[src/design/olq_pkg.sv]
package olq_pkg;

    // Register byte offsets on the APB bus
    localparam logic [7:0] OFS_CTRL = 8'h00;
    localparam logic [7:0] OFS_MODE = 8'h04;
    localparam logic [7:0] OFS_STATUS = 8'h08;
    localparam logic [7:0] OFS_MARGIN = 8'h0C;

    // Field positions
    localparam int CTRL_RESET_BIT = 15;
    localparam int MODE_SEL_LSB = 13;
    localparam int MODE_SEL_W = 3;
    localparam int ST_RELIABLE_BIT = 15;
    localparam int ST_HDR_OK_BIT = 10;
    localparam int ST_PRECODER_BIT = 9;

    // Reset values and codes
    localparam logic [MODE_SEL_W-1:0] MODE_SEL_RST = 3'h0;
    localparam int MARGIN_W = 8;
    localparam logic [MARGIN_W-1:0] MARGIN_NONE = 8'h80;
    localparam int SET_W = 2;
    localparam logic [SET_W-1:0] SET_NONE = 2'h0;
    localparam logic [SET_W-1:0] SET_ONE = 2'h1;
    localparam int COEF_N = 9;
    localparam int COEF_W = 8;
    localparam logic [COEF_W-1:0] COEF_BASE = 8'h11;

    // Timing: soft reset duration
    localparam int CLK_PERIOD_NS = 10;
    localparam int SOFT_RST_TIME_NS = 100;
    localparam int SOFT_RST_CYCLES = (SOFT_RST_TIME_NS + CLK_PERIOD_NS - 1) / CLK_PERIOD_NS;
    localparam int RST_CNT_W = 8;

    // Report of one received block: partner header plus measured margin
    typedef struct packed {
        logic hdr_header_received_ok;
        logic hdr_receive_link_ok;
        logic hdr_next_tx_mode;
        logic [SET_W-1:0] hdr_next_precoder_set;
        logic [SET_W-1:0] hdr_requested_precoder_set;
        logic [MARGIN_W-1:0] rx_margin;
    } olq_rx_t;

    // Header fields of one transmitted block
    typedef struct packed {
        logic hdr_header_received_ok;
        logic hdr_receive_link_ok;
        logic hdr_next_tx_mode;
        logic [MARGIN_W-1:0] hdr_link_margin;
        logic [SET_W-1:0] hdr_requested_precoder_set;
        logic [COEF_N-1:0][COEF_W-1:0] hdr_requested_precoder_coefs;
    } olq_tx_t;

    // Monitor states
    typedef enum logic [2:0] {
        OLQ_IDLE = 3'b001,
        OLQ_REQ = 3'b010,
        OLQ_RUN = 3'b100
    } olq_state_t;

endpackage

[src/design/olq_monitor.sv]
`timescale 1ns/100ps
// Notes on behaviour
// - Mode bits 15..13 retained and read back
// - Reset bit self-clears when reset completes
// - Partner header status bit reads zero initially
// - Link-reliable bit reads zero before reliability
// - Not established: status zero, margin 80h
// - Partner header OK leads to request set one
// - Requested coefficients are all nonzero
// - Partner announces set one: precoder bit set
// - Correct precoder gives margin 00h to 7Fh
// - Non-negative margin reports link OK
// - Reliable link sets link-reliable bit
// - Wrong coefficients report negative margin
// - Negative margin reports link not OK
// - Precoder bit stays while set one announced
// - Negative margin clears link-reliable bit
module olq_monitor #(
    parameter int BUF_DEPTH = 2,
    parameter int RST_CYCLES = olq_pkg::SOFT_RST_CYCLES
) (
    input wire logic pclk,
    input wire logic presetn,
    input wire logic ce,
    input wire logic psel,
    input wire logic penable,
    input wire logic pwrite,
    input wire logic [7:0] paddr,
    input wire logic [31:0] pwdata,
    output logic [31:0] prdata,
    output logic pready,
    output logic pslverr,
    input wire logic rx_valid,
    input wire olq_pkg::olq_rx_t rx_report,
    input wire logic tx_tick,
    output logic tx_tick_ready,
    output logic tx_valid,
    input wire logic tx_ready,
    output olq_pkg::olq_tx_t tx_hdr
);

    ////////////////////////////////////////////////////////////////////////////////
    // Parameter checks

    if (BUF_DEPTH != 2)
    begin : g_depth_chk
        $error("olq_monitor: BUF_DEPTH must be 2");
    end
    if (RST_CYCLES < 1 || RST_CYCLES > 255)
    begin : g_rst_chk
        $error("olq_monitor: RST_CYCLES must be 1 to 255");
    end

    // Nonzero coefficient for one tap index
    function automatic logic [olq_pkg::COEF_W-1:0] coef_value(input int idx);
        coef_value = olq_pkg::COEF_BASE + olq_pkg::COEF_W'(idx);
    endfunction

    ////////////////////////////////////////////////////////////////////////////////
    // State

    logic [olq_pkg::MODE_SEL_W-1:0] mode_sel;
    logic rst_busy;
    logic [olq_pkg::RST_CNT_W-1:0] rst_cnt;
    olq_pkg::olq_state_t state;
    olq_pkg::olq_state_t next_state;
    logic partner_hdr_ok;
    logic reliable;
    logic rx_seen;
    logic [olq_pkg::MARGIN_W-1:0] margin;
    logic ent_valid [0:1];
    olq_pkg::olq_tx_t ent [0:1];
    logic next_ent_valid [0:1];
    olq_pkg::olq_tx_t next_ent [0:1];

    ////////////////////////////////////////////////////////////////////////////////
    // APB decode

    // Bus phases of the current transfer
    wire setup = psel & ~penable;
    wire access = psel & penable & pready;
    wire wr_access = access & pwrite;
    // Address decode; an unmapped address answers with an error
    wire hit_ctrl = paddr == olq_pkg::OFS_CTRL;
    wire hit_mode = paddr == olq_pkg::OFS_MODE;
    wire hit_status = paddr == olq_pkg::OFS_STATUS;
    wire hit_margin = paddr == olq_pkg::OFS_MARGIN;
    wire hit_any = hit_ctrl | hit_mode | hit_status | hit_margin;
    // Soft reset request and precoder-in-use flag
    wire soft_rst_req = wr_access & hit_ctrl & pwdata[olq_pkg::CTRL_RESET_BIT];
    wire precoder_on = state == olq_pkg::OLQ_RUN;

    // Read data selection
    wire [31:0] rd_ctrl = 32'(rst_busy) << olq_pkg::CTRL_RESET_BIT;
    wire [31:0] rd_mode = 32'(mode_sel) << olq_pkg::MODE_SEL_LSB;
    wire [31:0] rd_status = (32'(reliable) << olq_pkg::ST_RELIABLE_BIT)
        | (32'(partner_hdr_ok) << olq_pkg::ST_HDR_OK_BIT)
        | (32'(precoder_on) << olq_pkg::ST_PRECODER_BIT);
    wire [31:0] rd_margin = 32'(margin);
    wire [31:0] rd_data = hit_ctrl ? rd_ctrl
        : hit_mode ? rd_mode
        : hit_status ? rd_status
        : hit_margin ? rd_margin : 32'h0000_0000;

    // Answer registered at setup so the access phase ends after one cycle
    always_ff @(posedge pclk or negedge presetn)
    begin
        if (!presetn)
        begin
            pready <= 1'b0;
            pslverr <= 1'b0;
            prdata <= 32'h0000_0000;
        end
        else if (ce)
        begin
            pready <= setup;
            pslverr <= setup & ~hit_any;
            prdata <= setup ? rd_data : 32'h0000_0000;
        end
    end

    // Mode select field survives the soft reset
    always_ff @(posedge pclk or negedge presetn)
    begin
        if (!presetn)
            mode_sel <= olq_pkg::MODE_SEL_RST;
        else if (ce && wr_access && hit_mode)
            mode_sel <= pwdata[olq_pkg::MODE_SEL_LSB +: olq_pkg::MODE_SEL_W];
    end

    // Soft reset: busy flag reads back until the count runs out
    always_ff @(posedge pclk or negedge presetn)
    begin
        if (!presetn)
        begin
            rst_busy <= 1'b0;
            rst_cnt <= '0;
        end
        else if (ce)
        begin
            if (soft_rst_req)
            begin
                rst_busy <= 1'b1;
                rst_cnt <= olq_pkg::RST_CNT_W'(RST_CYCLES - 1);
            end
            else if (rst_busy)
            begin
                rst_busy <= rst_cnt != '0;
                rst_cnt <= rst_cnt - 1'b1;
            end
        end
    end

    ////////////////////////////////////////////////////////////////////////////////
    // Quality monitor state machine, stepped once per received block

    // Report fields that steer the state machine
    wire hdr_in_ok = rx_report.hdr_header_received_ok;
    wire set_one_in = rx_report.hdr_next_precoder_set == olq_pkg::SET_ONE;
    wire margin_neg_in = rx_report.rx_margin[olq_pkg::MARGIN_W-1];

    always_comb
    begin
        next_state = state;
        unique case (state)
            olq_pkg::OLQ_IDLE:
                if (hdr_in_ok)
                    next_state = olq_pkg::OLQ_REQ;
            olq_pkg::OLQ_REQ:
                if (!hdr_in_ok)
                    next_state = olq_pkg::OLQ_IDLE;
                else if (set_one_in)
                    next_state = olq_pkg::OLQ_RUN;
            olq_pkg::OLQ_RUN:
                if (!hdr_in_ok || !set_one_in)
                    next_state = olq_pkg::OLQ_IDLE;
            default:
                next_state = olq_pkg::OLQ_IDLE;
        endcase
    end

    // Margin, reliability and state move together on the same block
    always_ff @(posedge pclk or negedge presetn)
    begin
        if (!presetn)
        begin
            state <= olq_pkg::OLQ_IDLE;
            partner_hdr_ok <= 1'b0;
            reliable <= 1'b0;
            rx_seen <= 1'b0;
            margin <= olq_pkg::MARGIN_NONE;
        end
        else if (ce)
        begin
            if (rst_busy)
            begin
                state <= olq_pkg::OLQ_IDLE;
                partner_hdr_ok <= 1'b0;
                reliable <= 1'b0;
                rx_seen <= 1'b0;
                margin <= olq_pkg::MARGIN_NONE;
            end
            else if (rx_valid)
            begin
                state <= next_state;
                partner_hdr_ok <= hdr_in_ok;
                rx_seen <= 1'b1;
                margin <= rx_report.rx_margin;
                reliable <= next_state == olq_pkg::OLQ_RUN && !margin_neg_in;
            end
        end
    end

    ////////////////////////////////////////////////////////////////////////////////
    // Transmit header built from the registered state

    olq_pkg::olq_tx_t new_hdr;
    always_comb
    begin
        new_hdr.hdr_header_received_ok = rx_seen;
        new_hdr.hdr_receive_link_ok = reliable;
        new_hdr.hdr_next_tx_mode = 1'b0;
        new_hdr.hdr_link_margin = precoder_on ? margin : olq_pkg::MARGIN_NONE;
        new_hdr.hdr_requested_precoder_set =
            (state == olq_pkg::OLQ_IDLE) ? olq_pkg::SET_NONE : olq_pkg::SET_ONE;
        for (int i = 0; i < olq_pkg::COEF_N; i++)
            new_hdr.hdr_requested_precoder_coefs[i] = coef_value(i);
    end

    ////////////////////////////////////////////////////////////////////////////////
    // Two-entry buffer: entry 0 drives the outputs, entry 1 catches a stall

    // A push takes a new header, a pop hands entry 0 to the link
    wire push = tx_tick & tx_tick_ready;
    wire pop = ent_valid[0] & tx_ready;

    always_comb
    begin
        for (int i = 0; i < 2; i++)
        begin
            next_ent_valid[i] = ent_valid[i];
            next_ent[i] = ent[i];
        end
        if (pop)
        begin
            if (ent_valid[1])
            begin
                next_ent[0] = ent[1];
                next_ent_valid[1] = 1'b0;
            end
            else
                next_ent_valid[0] = 1'b0;
        end
        if (push)
        begin
            if (!next_ent_valid[0])
            begin
                next_ent_valid[0] = 1'b1;
                next_ent[0] = new_hdr;
            end
            else
            begin
                next_ent_valid[1] = 1'b1;
                next_ent[1] = new_hdr;
            end
        end
    end

    // Buffer storage
    always_ff @(posedge pclk or negedge presetn)
    begin
        if (!presetn)
        begin
            for (int i = 0; i < 2; i++)
            begin
                ent_valid[i] <= 1'b0;
                ent[i] <= '0;
            end
        end
        else if (ce)
        begin
            for (int i = 0; i < 2; i++)
            begin
                ent_valid[i] <= next_ent_valid[i];
                ent[i] <= next_ent[i];
            end
        end
    end

    // Ready toward the block generator while the spare entry is free
    always_ff @(posedge pclk or negedge presetn)
    begin
        if (!presetn)
            tx_tick_ready <= 1'b1;
        else if (ce)
            tx_tick_ready <= !next_ent_valid[1];
    end

    // Entry 0 faces the link side
    assign tx_valid = ent_valid[0]; // Flop output
    assign tx_hdr = ent[0]; // Flop output

endmodule

[config.mk]
export PLATFORM = sky130hd
export DESIGN_NAME = olq_monitor
export DESIGN_NICKNAME = d
export VERILOG_FILES = /design/src/design/olq_pkg.sv /design/src/design/olq_monitor.sv
export SDC_FILE = /design/constraint.sdc
export NUM_CORES = 1
export LEC_CHECK = 0
export BUFFER_PORTS_ARGS = -buffer_cell sky130_fd_sc_hd__buf_4
export CAP_MARGIN = 10
export CELL_PAD_IN_SITES_DETAIL_PLACEMENT = 1
export CELL_PAD_IN_SITES_GLOBAL_PLACEMENT = 1
export CORE_MARGIN = 2
export CORE_UTILIZATION = 41
export CTS_BUF_LIST = sky130_fd_sc_hd__clkbuf_4
export CTS_CLUSTER_SIZE = 20
export DETAILED_ROUTE_END_ITERATION = 10
export GPL_TIMING_DRIVEN = 0
export PLACE_DENSITY = 0.81
export SYNTH_ARGS = -nofsm -noshare
export SYNTH_HDL_FRONTEND = slang
export SYNTH_SLANG_ARGS = --single-unit
[constraint.sdc]
create_clock -name pclk -period 2 [get_ports pclk]
set_clock_uncertainty 0.2 [all_clocks]
set_input_delay 0.1 -clock pclk [delete_from_list [all_inputs] [get_ports pclk]]
set_output_delay 0.1 -clock pclk [all_outputs]
set_load 0.1 [all_outputs]
==> impl_metrics.toml <==
[logic_synthesis]
synth-seq-cells = 141
synth.distinct_cells = 58
synthCells = 590
yosys-top-cells-area = "dfrtp_1 54%, buf_4 12%, and2_1 5.1%"
async_flop_share_pct = 100
ys_seq_area_share_pct = 55.1
yosysTopAreaCellShare_pct = 53.9
yosysTopAreaCell = "dfrtp_1"
avgSynthCellArea_sq_um = 10.9
synth_area_sq_um = 6410
yosys_warnings = 0
synth_edf_count = 0
synthFlopType = "dfrtp_1"

[power]
seqPwrFrac_pct = 32.7
total_power_w = 0.0115
power_frac_comb_pct = 48.0
pwr-share-clk_pct = 19.3
switching_share_pct = 47.5
p_switching_w = 0.00544
peakVddDrop_uv = 1040
leakage_nw = 4.40
powerDensity_nw_per_um2 = 1340
p_int_w = 0.00602

[die]
ios = 185
rows = 45
core_area_sq_um = 15300
start_util_pct = 42.0
dieArea_sq_um = 16700
dieWidth_um = 129
die_y_um = 129

[worst_setup_path]
cp_num_buf_inv = 3
cp-end-kind = "register"
r2r_slack_ns = 0.08
start_kind = "input port"
worstSetupPathType = "in -> reg"
path_cells = "dlygate4sd3_1 -> buf_4 -> nor3b_2 -> dlygate4sd3_1 -> nand4_1 -> mux2_2"
crit_family = "buffers and inverters"
critPathMaxStageDelay_ns = 0.67
required_ns = 2.27
path_common_cell = "dlygate4sd3_1"
crit_path_top_delay_cell = "dlygate4sd3_1"
cp_max_fo = 3
critical_path_arrival_ns = 2.28

[cells_and_area]
drive_gt1_share_pct = 37.6
syn2layout_area_growth_pct = 33.9
mostFrequentLayoutCells = "239 x buf_4, 136 x dfrtp_1, 52 x and2_1, 45 x nand2_1"
diodes = 0
design_area_sq_um = 8580
final_util_pct = 56.2
layout.nets = 866
mostFrequentLayoutCell = "buf_4"
instances_no_fill = 1024

[detailed_routing]
drtIter0Drc = 262
vias = 4876
remaining_drc_errors = 0
first_pass_iters = 4
postRouteWirelength_um = 16400
wire_per_inst_um = 16.0
ant_nets = 0
vias_per_cell = 4.76

[timing]
maxSlewHeadroom_pct = 56.5
hold_violations = 0
setup_tns_ns = -0.0191
setup_ws_ns = -0.0172
fin_crit_ns = 2.02
slew_violations = 0
max_freq_mhz = 496
finalSetupViolCount = 2
fin_crit_sh_pct = 101
worst_slew_pin_slew_ns = 0.652

[grt]
grt_max_degree = 74
grt_pass1_wl_um = 26300
antenna_found_initial = 0
grtUsageTotal_pct = 20.4
grt_pass1_vias = 5262
overflow = 0

[placement]
dp_cells = 952
placed_cell_area_sq_um = 7790
detailed_place_hpwl_um = 11400
io_buffers = 132
gp_congestion = 0.841

[clock_tree]
cts_tree = "yes"
cts_buffers = 17
clock_sinks = 141
htree_num_levels = 4
path_clk_slew_ns = 0.13
cts-root-buf = "clkbuf_4"
cts.path.max_buffers = 2
worstSkewPairLatency_ns = 0.57

[flow_run]
cap_violations = 0

[min_path]
hp-class = "in -> reg"

[run_status]
status = "finished with violations"
violations = "negative setup slack"
==> logic make-up after synthesis <==
kind of cell / after synthesis / synth area share, %
AOI/OAI and AO/OA: 100 / 10.6
xor gates and xnor gates: 3 / 0.410
adders and majority gates: 2 / 0.390
buffers and inverters: 160 / 15.8
DFF: 141 / 55.1
muxes: 15 / 2.46
other: 1 / 0.0585
and+or+nand+nor: 168 / 15.2
==> registers in the layout, indices dropped and copies added (netlist names) <==
register,flops
ent,12
ent_valid,1
margin,8
mode_sel,3
partner_hdr_ok,1
prdata,13
pready,1
pslverr,1
reliable,1
rst_busy,1
rst_cnt,8
rx_seen,1
state,3
tx_hdr,85
tx_tick_ready,1
tx_valid,1
==> worst register-to-register path, cell delays in order, from the launching register on <==
cell           delay (ns)
dfstp_4              0.70
and2_1               0.18
a31oi_1              0.09
o21ai_0              0.14
dlygate4sd3_1        0.56
==> repair_timing <==
| action | in CTS | in global routing |
|---|---|---|
| pin swaps | 0 | 2 |
| resized for setup | 2 | 7 |
| setup endpoints to repair | 10 | 47 |
| hold endpoints to repair | 229 | 0 |
| buffers inserted | 0 | 3 |
| hold buffers | 38 | 0 |
==> path summary, 6_finish.rpt <==
check / depth (start not counted) / start / end
hold / removal: 5 / paddr[5] / prdata[13]$_DFFE_PN0P_
hold reg to reg: 1 / ent[64]$_DFFE_PN0P_ / ent[64]$_DFFE_PN0P_
min in group asynchronous: 3 / presetn / tx_hdr[26]$_DFFE_PN0P_
setup / recovery: 6 / paddr[7] / mode_sel[1]$_DFFE_PN0P_
setup reg to reg: 4 / tx_tick_ready$_DFFE_PN1P_ / ent_valid[0]$_DFFE_PN0P_
max in group asynchronous: 4 / presetn / margin[7]$_DFFE_PN1P_
==> layer usage <==
metal | track usage (%) | wire [um] | up-vias
li1 | - | - | 2284
met1 | 23.7 | 6720 | 2440
met2 | 36.8 | 8610 | 123
met3 | 5.37 | 807 | 29
met4 | 6.84 | 289 | 0
met5 | 0 | 0 | -
==> synth_stat cells, types with 4 or more instances <==
master and number:
o21ai_0 9, mux2_2 5, buf_2 11, a21oi_1 38
inv_1 30, clkbuf_1 13, dfrtp_1 138, nor2_1 16
buf_4 106, nand3_1 4, mux2i_1 9, a22o_1 11
and3_1 4, a221oi_1 10, and2_1 52, nand4_1 4
nand2_1 45, nor2b_1 12, o2bb2ai_1 13
==> final cells by class <==
cell class	count	area, sq um
flip-flops and latches	141	3540
multi-input cells	307	1990
clock inverters	15	218
plain buffers	129	902
inverters	30	113
clock buffers	17	128
repair buffers	174	1430
well taps	211	264
fillers	1694	6680
==> power groups by stage <==
stage          clock network [W]  registers [W]  logic [W]
2_1_floorplan                  0        0.00385    0.00423
3_3_place_gp                   0        0.00376    0.00527
3_5_place_dp                   0        0.00381    0.00541
4_1_cts                  0.00227        0.00375    0.00550
5_1_grt                  0.00240        0.00382    0.00577
6_report                 0.00221        0.00375    0.00551
==> stage by stage <==
stage / worst slack, ns / hold WS, ns
6_report: -0.0172 / 0.0690
5_1_grt: -0.0187 / 0.0374
3_3_place_gp: -0.0558 / 0.0879
2_1_floorplan: 0.00136 / -0.396
3_5_place_dp: -0.0644 / -0.0476
4_1_cts: 0.0225 / 0.00506
Power figures use the tool's default switching activity.
